[src/core/srw_pkg.sv]
// package for the supply supervisor reset block
// assumes a 20 MHz system clock; counts derive from times below
package srw_pkg;
   localparam int unsigned CLK_HZ        = 20000000;
   // reset hold delay, milliseconds
   localparam int unsigned HOLD_MS       = 200;
   localparam longint unsigned HOLD_CYC  = (longint'(HOLD_MS) * CLK_HZ) / 1000;
   // kick timeout period, milliseconds (1.6 s)
   localparam int unsigned KICK_MS       = 1600;
   localparam longint unsigned KICK_CYC  = (longint'(KICK_MS) * CLK_HZ) / 1000;
   // manual reset noise filter, microseconds
   localparam int unsigned MRF_US        = 20;
   localparam int unsigned MRF_CYC       = (MRF_US * (CLK_HZ / 1000000));
   // output variant selection
   typedef enum logic [1:0] {
      SRW_OD_EXT = 2'h0,
      SRW_OD_INT = 2'h1,
      SRW_PP_LOW = 2'h2,
      SRW_PP_HIGH = 2'h3
   } srw_variant_t;
   typedef enum logic [1:0] {
      SRW_ASSERTED,
      SRW_HOLDING,
      SRW_RELEASED
   } srw_state_t;
endpackage

[src/core/srw_top.sv]
// supply supervisor reset logic: causes, hold delay, kick timer, pin drive
// assumes supply flag from an analog comparator with hysteresis already applied
`timescale 1ns/1ps
module srw_top
   import srw_pkg::*;
#(
   parameter int unsigned HOLD_CYCLES = 32'(HOLD_CYC),
   parameter int unsigned KICK_CYCLES = 32'(KICK_CYC),
   parameter int unsigned MRF_CYCLES  = MRF_CYC,
   parameter logic [1:0]  VARIANT     = SRW_PP_LOW
) (
   input  wire logic CLK_I,
   input  wire logic RST_I,
   input  wire logic SUPPLY_OK_I,
   input  wire logic MANUAL_RESET_INPUT_N_I,
   input  wire logic WATCHDOG_KICK_INPUT_I,
   output logic      RESET_N_O,
   output logic      RESET_N_OE_N_O,
   output logic      PULLUP_EN_O,
   output logic      RESET_O,
   output logic      KICK_ARMED_O
);
   localparam int CW    = 32;
   localparam int NSYNC = 3;
   // idle level per synchroniser so no false cause or edge follows reset
   localparam logic [NSYNC-1:0] SYNC_IDLE = 3'h6;

   // synchroniser taps: bit 0 supply, bit 1 manual, bit 2 kick
   wire  [NSYNC-1:0] sync_in;
   wire  [NSYNC-1:0] sync_lvl;

   // power-up, filter and kick timer state
   logic             por_r;
   logic             kick_old_r;
   logic [CW-1:0]    mrf_cnt_r;
   logic [CW-1:0]    mrf_cnt_nxt;
   logic             mr_filt_r;
   logic             mr_filt_nxt;
   logic             armed_r;
   logic             armed_nxt;
   logic [CW-1:0]    kick_cnt_r;
   logic [CW-1:0]    kick_cnt_nxt;
   logic             kick_to_r;

   // sequencer state and pin drive
   srw_state_t       state_r;
   srw_state_t       state_nxt;
   logic [CW-1:0]    hold_cnt_r;
   logic [CW-1:0]    hold_cnt_nxt;
   logic             in_reset_nxt;
   logic             oe_n_nxt;
   logic             pu_nxt;

   // pin idle levels match SYNC_IDLE bit for bit
   assign sync_in = {WATCHDOG_KICK_INPUT_I, MANUAL_RESET_INPUT_N_I, SUPPLY_OK_I};

   // two flops per input; stage 0 is only read by stage 1
   genvar gi;
   generate
      for (gi = 0; gi < NSYNC; gi++) begin : g_sync
         logic [1:0] chain_r;
         always_ff @(posedge CLK_I or posedge RST_I) begin
            if (RST_I) begin
               chain_r <= {2{SYNC_IDLE[gi]}};
            end else begin
               chain_r <= {chain_r[0], sync_in[gi]};
            end
         end
         assign sync_lvl[gi] = chain_r[1];
      end
   endgenerate

   wire supply_ok = sync_lvl[0];
   wire mr_now_n  = sync_lvl[1];
   wire kick_now  = sync_lvl[2];

   // power-up cause for one cycle after reset, before any input is seen
   always_ff @(posedge CLK_I or posedge RST_I) begin
      if (RST_I) begin
         por_r <= 1'b1;
      end else begin
         por_r <= 1'b0;
      end
   end

   // third flop on the kick line only, for edge detection
   always_ff @(posedge CLK_I or posedge RST_I) begin
      if (RST_I) begin
         kick_old_r <= SYNC_IDLE[2];
      end else begin
         kick_old_r <= kick_now;
      end
   end

   wire kick_rise = kick_now & ~kick_old_r;
   wire kick_fall = ~kick_now & kick_old_r;
   wire kick_edge = kick_rise | kick_fall;

   // manual filter: a new level must persist MRF_CYCLES before it is taken
   wire mr_differs = (mr_now_n != mr_filt_r);
   wire mrf_done   = (mrf_cnt_r >= MRF_CYCLES - 1);

   // counter restarts whenever the raw level agrees again
   always_comb begin
      mrf_cnt_nxt = mrf_cnt_r + 1'b1;
      mr_filt_nxt = mr_filt_r;
      if (!mr_differs) begin
         mrf_cnt_nxt = '0;
      end else if (mrf_done) begin
         mrf_cnt_nxt = '0;
         mr_filt_nxt = mr_now_n;
      end
   end

   always_ff @(posedge CLK_I or posedge RST_I) begin
      if (RST_I) begin
         mrf_cnt_r <= '0;
      end else begin
         mrf_cnt_r <= mrf_cnt_nxt;
      end
   end

   always_ff @(posedge CLK_I or posedge RST_I) begin
      if (RST_I) begin
         mr_filt_r <= 1'b1;
      end else begin
         mr_filt_r <= mr_filt_nxt;
      end
   end

   // kick timer; expiry disarms, so a fresh falling edge is needed to re-arm
   wire kick_late   = (kick_cnt_r >= KICK_CYCLES - 1);
   wire kick_expire = armed_r & ~kick_edge & kick_late;

   always_comb begin
      armed_nxt    = armed_r;
      kick_cnt_nxt = kick_cnt_r + 1'b1;
      if (!armed_r) begin
         armed_nxt    = kick_fall;
         kick_cnt_nxt = '0;
      end else if (kick_edge) begin
         kick_cnt_nxt = '0;
      end else if (kick_expire) begin
         armed_nxt    = 1'b0;
         kick_cnt_nxt = '0;
      end
   end

   always_ff @(posedge CLK_I or posedge RST_I) begin
      if (RST_I) begin
         armed_r <= 1'b0;
      end else begin
         armed_r <= armed_nxt;
      end
   end

   always_ff @(posedge CLK_I or posedge RST_I) begin
      if (RST_I) begin
         kick_cnt_r <= '0;
      end else begin
         kick_cnt_r <= kick_cnt_nxt;
      end
   end

   // one-cycle timeout pulse; the sequencer stretches it into a full reset
   always_ff @(posedge CLK_I or posedge RST_I) begin
      if (RST_I) begin
         kick_to_r <= 1'b0;
      end else begin
         kick_to_r <= kick_expire;
      end
   end

   // one named wire per cause keeps the combination readable
   wire cause_supply = ~supply_ok;
   wire cause_manual = ~mr_filt_r;
   wire cause_kick   = kick_to_r;
   wire cause_power  = por_r;
   wire cause        = cause_supply | cause_manual | cause_kick | cause_power;
   wire hold_done    = (hold_cnt_r >= HOLD_CYCLES - 1);

   // hold counter only runs in HOLDING; any cause restarts the delay
   always_comb begin
      state_nxt    = state_r;
      hold_cnt_nxt = hold_cnt_r;
      case (state_r)
         SRW_ASSERTED: begin
            hold_cnt_nxt = '0;
            if (!cause) begin
               state_nxt = SRW_HOLDING;
            end
         end
         SRW_HOLDING: begin
            if (cause) begin
               state_nxt    = SRW_ASSERTED;
               hold_cnt_nxt = '0;
            end else if (hold_done) begin
               state_nxt = SRW_RELEASED;
            end else begin
               hold_cnt_nxt = hold_cnt_r + 1'b1;
            end
         end
         SRW_RELEASED: begin
            if (cause) begin
               state_nxt = SRW_ASSERTED;
            end
         end
         // unreachable codes fall back to asserted
         default: begin
            state_nxt    = SRW_ASSERTED;
            hold_cnt_nxt = '0;
         end
      endcase
   end

   always_ff @(posedge CLK_I or posedge RST_I) begin
      if (RST_I) begin
         state_r <= SRW_ASSERTED;
      end else begin
         state_r <= state_nxt;
      end
   end

   always_ff @(posedge CLK_I or posedge RST_I) begin
      if (RST_I) begin
         hold_cnt_r <= '0;
      end else begin
         hold_cnt_r <= hold_cnt_nxt;
      end
   end

   // outputs follow the next state, so both polarities switch on one edge
   assign in_reset_nxt = (state_nxt != SRW_RELEASED);
   wire od_ext = (VARIANT == SRW_OD_EXT);
   wire od_int = (VARIANT == SRW_OD_INT);
   // push-pull variants always drive; open-drain floats when released
   assign oe_n_nxt = (od_ext | od_int) & ~in_reset_nxt;
   // internal pull-up disconnected while driving low to save current
   assign pu_nxt   = od_int & ~in_reset_nxt;

   // registered outputs: no decode glitch reaches a pin
   always_ff @(posedge CLK_I or posedge RST_I) begin
      if (RST_I) begin
         RESET_N_O <= 1'b0;
      end else begin
         RESET_N_O <= ~in_reset_nxt;
      end
   end

   always_ff @(posedge CLK_I or posedge RST_I) begin
      if (RST_I) begin
         RESET_N_OE_N_O <= 1'b0;
      end else begin
         RESET_N_OE_N_O <= oe_n_nxt;
      end
   end

   always_ff @(posedge CLK_I or posedge RST_I) begin
      if (RST_I) begin
         PULLUP_EN_O <= 1'b0;
      end else begin
         PULLUP_EN_O <= pu_nxt;
      end
   end

   always_ff @(posedge CLK_I or posedge RST_I) begin
      if (RST_I) begin
         RESET_O <= 1'b1;
      end else begin
         RESET_O <= in_reset_nxt;
      end
   end

   // status only; lags the internal arm by a cycle
   always_ff @(posedge CLK_I or posedge RST_I) begin
      if (RST_I) begin
         KICK_ARMED_O <= 1'b0;
      end else begin
         KICK_ARMED_O <= armed_r;
      end
   end
endmodule

[config.mk]
export PLATFORM = sky130hd
export DESIGN_NAME = srw_top
export DESIGN_NICKNAME = d
export VERILOG_FILES = /design/src/core/srw_pkg.sv /design/src/core/srw_top.sv
export SDC_FILE = /design/constraint.sdc
export NUM_CORES = 1
export LEC_CHECK = 0
export BUFFER_PORTS_ARGS = -buffer_cell sky130_fd_sc_hd__buf_2
export CORE_ASPECT_RATIO = 0.9
export CORE_MARGIN = 8
export CORE_UTILIZATION = 30
export CTS_BUF_LIST = sky130_fd_sc_hd__clkbuf_16
export CTS_CLUSTER_DIAMETER = 200
export DETAILED_ROUTE_END_ITERATION = 10
export GPL_ROUTABILITY_DRIVEN = 0
export HOLD_SLACK_MARGIN = 0.02
export MAX_ROUTING_LAYER = met4
export PLACE_DENSITY_LB_ADDON = 0.2
export RECOVER_POWER = 100
export SLEW_MARGIN = 20
export SYNTH_ARGS = -nofsm -noshare
export SYNTH_HDL_FRONTEND = slang
export SYNTH_SLANG_ARGS = --single-unit
[constraint.sdc]
create_clock -name CLK_I -period 3.8 [get_ports CLK_I]
set_clock_uncertainty 0.1 [all_clocks]
set_input_delay 0.38 -clock CLK_I [delete_from_list [all_inputs] [get_ports CLK_I]]
set_output_delay 0.38 -clock CLK_I [all_outputs]
set_load 0.01 [all_outputs]
==> flow_results.org <==
** Status
- Result of the run :: finished, violations left
- Violated checks :: capacitance limit, slew limit

** Placed design
- Buffers placed on the I/O ports in this run total 7.
- Final HPWL DP :: 5650 um
- Once placement finished, the instance area stood at 5100 um2.
- Once placement completed, the tool counted placed cells totaling 653.
- OpenSTA, run right after detailed placement, puts the worst setup slack at around 1.2 ns.

** Clock tree
- After clock tree synthesis, the flow added hold-fix buffers numbering 3.
- After clock tree synthesis, the clock-pin slew on the worst setup and hold paths is 0.07 ns.
- Number of buffers added by the clock tree synthesis step :: 9
- Depth of the CTS H-tree :: 3
- Number of cells upsized or downsized after cts :: 0
- The tree built by TritonCTS fans out to roughly 110 sinks.
- The clock reaches the later pin of the worst-skew pair after approximately 0.35 ns.
- Longest Clk Path Bufs :: 2
- The number of setup buffers added after CTS is 0.
- Clock tree synthesis selected as its root buffer the cell clkbuf_16.
- Clock tree from TritonCTS :: yes

** Worst setup path
- In this design, the largest share of critical-path delay is due to compound AO/OA/AOI/OAI gates.
- R2r worst-path depth :: 6
- The worst setup path is of the reg2reg kind.
- Critical path buffer and inverter count :: 0
- Critical Path Sink Type :: flop
- Highest cell delay on the worst timing path :: 0.92 ns
- Crit Path Max Fanout :: 14
- The worst setup path is launched from a flop.
- For the worst setup path, the data arrival time is 3.04 ns.
- Walking the worst path, the cells encountered are ha_1, nand3_1, o211ai_1, a211oi_1, o21ai_2, and2_0.
- Cell at the slowest stage of the critical path :: a211oi_1
- The worst register-to-register path ends at RESET_N_O.
- Worst reg2reg path startpoint :: hold_cnt_r[0]
- Required time of the critical path :: 3.92 ns
- For flop-to-flop paths, the worst setup slack is 0.88 ns.

** GRT
- Across every metal layer, demand over resource in global routing totals 0.0948.
- Number of antenna violations at the first check in global routing :: 0
- Maximum number of pins on one net before global-route repair :: 71
- The first global-routing pass estimated approximately 15000 um of wire.
- GRT overflow :: 0
- Via count of the first global-routing pass :: 3173

** Timing
- Max-slew headroom at the worst pin :: -0.699
- Post-Route Hold Slack :: between 0.2 and 0.3 ns
- Maximum clock frequency :: between 0.3 and 0.4 GHz
- For the finished layout, the period the worst path requires is 2.92 ns.
- Worst Max-Slew Pin Slew :: 2.55 ns
- The worst path meets setup with 0.881 ns of slack.
- The hold violation total from the final report was 0.
- Setup violations remaining at the end of the flow were counted as 0.
- Setup total negative slack on the finished layout was measured at 0 ns.
- Unrepaired setup endpoints after global routing :: false
- The number of pins with negative max-slew slack in the final report came to just over 70.
- Dividing the final minimum period by the clock period gives 0.768.

** Job
- The tool flagged a number of max-cap violations equal to 1.

** Die
- The floorplan step defined a core boundary enclosing 15500 um2.
- For this design the top-level I/O count stands at 10.
- The die covers 20200 um2.
- The die is 136 um tall.
- The initial utilization of the core area, before any placement, comes to 0.307.
- Number of placement rows :: 43
- Die width :: 149 um

** Drt
- The detail route stage leaves a number of antenna-violating nets equal to 0.
- Per-cell via count in the routed design :: 4.76
- Number of DRC violations after detailed-routing iteration 0 :: 183
- The routed design has 8550 um of wire.
- The detailed router placed 3198 vias in this run.
- Dividing the detail-routed wire length by the instance count gives 12.7 um.
- Residual DRC count :: 0
- Pre-Repair DR Iteration Count :: 4

** Cells and area
- Fraction of final layout cells with drive strength greater than 1 :: 0.0787
- Antenna diode instance count :: 0
- Finished Core Util :: 0.347
- Net total in the final layout :: 474
- Final Instance Area :: around 5400 um2
- The filler cells instantiated in the layout total 1561.
- From synthesis to final layout, the design area changed by 12.7%.
- The count of cells in the finished layout, fillers not included, comes to 672.

** Logic synthesis
- Sequential-to-total area share from yosys stat :: 0.590
- Post-Synth Simple-Gate Area :: 0.224
- The mapped netlist covers 4760 um2.
- In this run, synthesis produced a sequential element count of 112.
- Flip-flop cell with the highest count after synthesis :: dfrtp_1
- Of the total synthesized cell area, the portion taken by XOR and XNOR cells is 0.0570.
- Of the total synthesized cell area, the portion taken by full adders, half adders and majority gates is 0.0105.
- Synthesis handed over a netlist of 427 instances.
- Averaged over all synthesized cells, the footprint is 11.2 um2.
- The portion of synthesized area spent on multiplexers is 0.00236.
- Combinational family with the most area after synthesis :: simple AND/OR/NAND/NOR gates
- For this run, asynchronously set or reset flops after synthesis account for 1.00.
- The synthesized design contains 0 enable-type register cells.
- The share of the synthesized area in compound gates (AO/OA/AOI/OAI) came to 0.0851.
- Synthesis warning total :: 0
- Number of distinct standard cells referenced by the synthesized netlist :: 60

** Worst hold path
- Startpoint of the tightest hold check path :: g_sync[1].chain_r[0]
- The path with the worst hold slack has its endpoint at g_sync[1].chain_r[1].
- The worst hold path was traced through 0 stages.
- Min-delay worst type :: reg2reg

** Power and ir drop
- In this run the static leakage power is 2.24 nW.
- Total Power Consumption :: 2.16 mW
- Power per cell area :: 402 nW/um2
- VDD sags by at most 303 uV.
-- registers in the layout, summed over array words and instances (netlist names) --
signal and cells:
KICK_ARMED_O 1, mrf_cnt_r 32, g_sync.chain_r 6, kick_cnt_r 32
cause_kick 1, cause_power 1, hold_cnt_r 32, state_r 2
mr_filt_r 1, kick_old_r 1, armed_r 1, RESET_O 1
RESET_N_O 1
-- worst reg2reg max path, stage by stage, from the launching register on --
cell and delay (ns):
dfrtp_1 0.44, ha_1 0.25, nand3_1 0.24, o211ai_1 0.24
a211oi_1 0.92, o21ai_2 0.32, and2_0 0.28
-- cells in the final DEF (no fill, tap or decap), types with 2 or more instances in the layout --
cell           Yosys  routed
nor2_1            44      44
dlygate4sd3_1      0       3
nand4_1           11      11
and2_1            17       8
and3_1             7       7
or3_1              4       4
a21oi_1            7       7
o21ai_0            2       3
nor4_1            15      15
nand3_1           25      25
conb_1             1      33
a22oi_1            2       2
and4_1             3       3
o211ai_1          10      11
or4_1              7       7
ha_1               4       4
o211a_1            2       2
xor2_1            11      11
o41ai_1            2       2
dfrtp_1          104     104
nand2b_1           2       2
clkbuf_1           9       4
nor3_1            15      15
and2_0             0       9
o311ai_0           3       5
clkbuf_16          0       9
a31oi_1            3       3
clkinv_2           0       3
nand3b_1           2       2
nand2_1           36      36
dfstp_2            8       7
buf_2              2       4
xnor2_1           20      20
a211o_1            4       4
inv_1             11      13
-- report_power, final --
group | internal, mW | total, mW | switching (mW)
Sequential | 1.23 | 1.25 | 0.0189
Clock | 0.441 | 0.849 | 0.408
Combinational | 0.0185 | 0.0616 | 0.0431
-- per-layer routing --
metal / vias to the layer above / track usage / wire length, um / part of all wire
met3: 9 / 0.0344 / 326 / 0.038
met5: - / - / 0 / 0
met1: 1592 / 0.117 / 4320 / 0.51
met2: 35 / 0.142 / 3790 / 0.44
met4: 0 / 0.0325 / 115 / 0.013
li1: 1562 / - / - / -
-- final cells by class --
class | instances | area, um2 | share of cell area
sequential | 112 | 2810 | 0.524
timing repair buffer | 13 | 77.6 | 0.0144
clock inverter | 7 | 41.3 | 0.00769
clock buffer | 9 | 225 | 0.0419
multi-input combinational | 318 | 1920 | 0.357
tap | 202 | 253 | 0.0471
inverter | 11 | 41.3 | 0.00769
-- how the worst max path moves through the flow --
stage	startpoint	to	slack [ns]	cells after the start
after floorplan	RST_I	KICK_ARMED_O	0.37	1
after global placement	hold_cnt_r[0]	hold_cnt_r[16]	1.20	6
after detailed placement	mr_filt_r	hold_cnt_r[20]	1.18	5
after CTS	mr_filt_r	hold_cnt_r[20]	1.16	5
after global routing	RST_I	armed_r	0.51	3
final	hold_cnt_r[0]	RESET_N_O	0.88	6
-- synthesized netlist by cell type, types with 2 or more instances --
library cell / count / area (um2)
a211o_1: 4 / 35.0
a21oi_1: 7 / 35.0
a22oi_1: 2 / 15.0
a31oi_1: 3 / 18.8
and2_1: 17 / 106
and3_1: 7 / 43.8
and4_1: 3 / 26.3
buf_2: 2 / 10.0
buf_4: 4 / 30.0
buf_6: 2 / 22.5
clkbuf_1: 9 / 33.8
dfrtp_1: 104 / 2600
dfstp_2: 8 / 210
ha_1: 4 / 50.1
inv_1: 11 / 41.3
nand2_1: 36 / 135
nand2b_1: 2 / 12.5
nand3_1: 25 / 125
nand3b_1: 2 / 15.0
nand4_1: 11 / 68.8
nor2_1: 44 / 165
nor3_1: 15 / 75.1
nor4_1: 15 / 93.8
o211a_1: 2 / 20.0
o211ai_1: 10 / 75.1
o21ai_0: 2 / 10.0
o311ai_0: 3 / 26.3
o311ai_1: 2 / 17.5
o41ai_1: 2 / 17.5
or3_1: 4 / 25.0
or4_1: 7 / 52.6
xnor2_1: 20 / 175
xor2_1: 11 / 96.3
-- kinds of logic (layout without fill, tap and decap cells) --
group	Yosys count	in the layout
xor gates and xnor gates	31	31
other	1	33
AOI/OAI and AO/OA	49	49
buffers and inverters	29	40
DFF	112	112
muxes	1	1
and+or+nand+nor	200	200
adders and majority gates	4	4
Power figures use the tool's default switching activity.
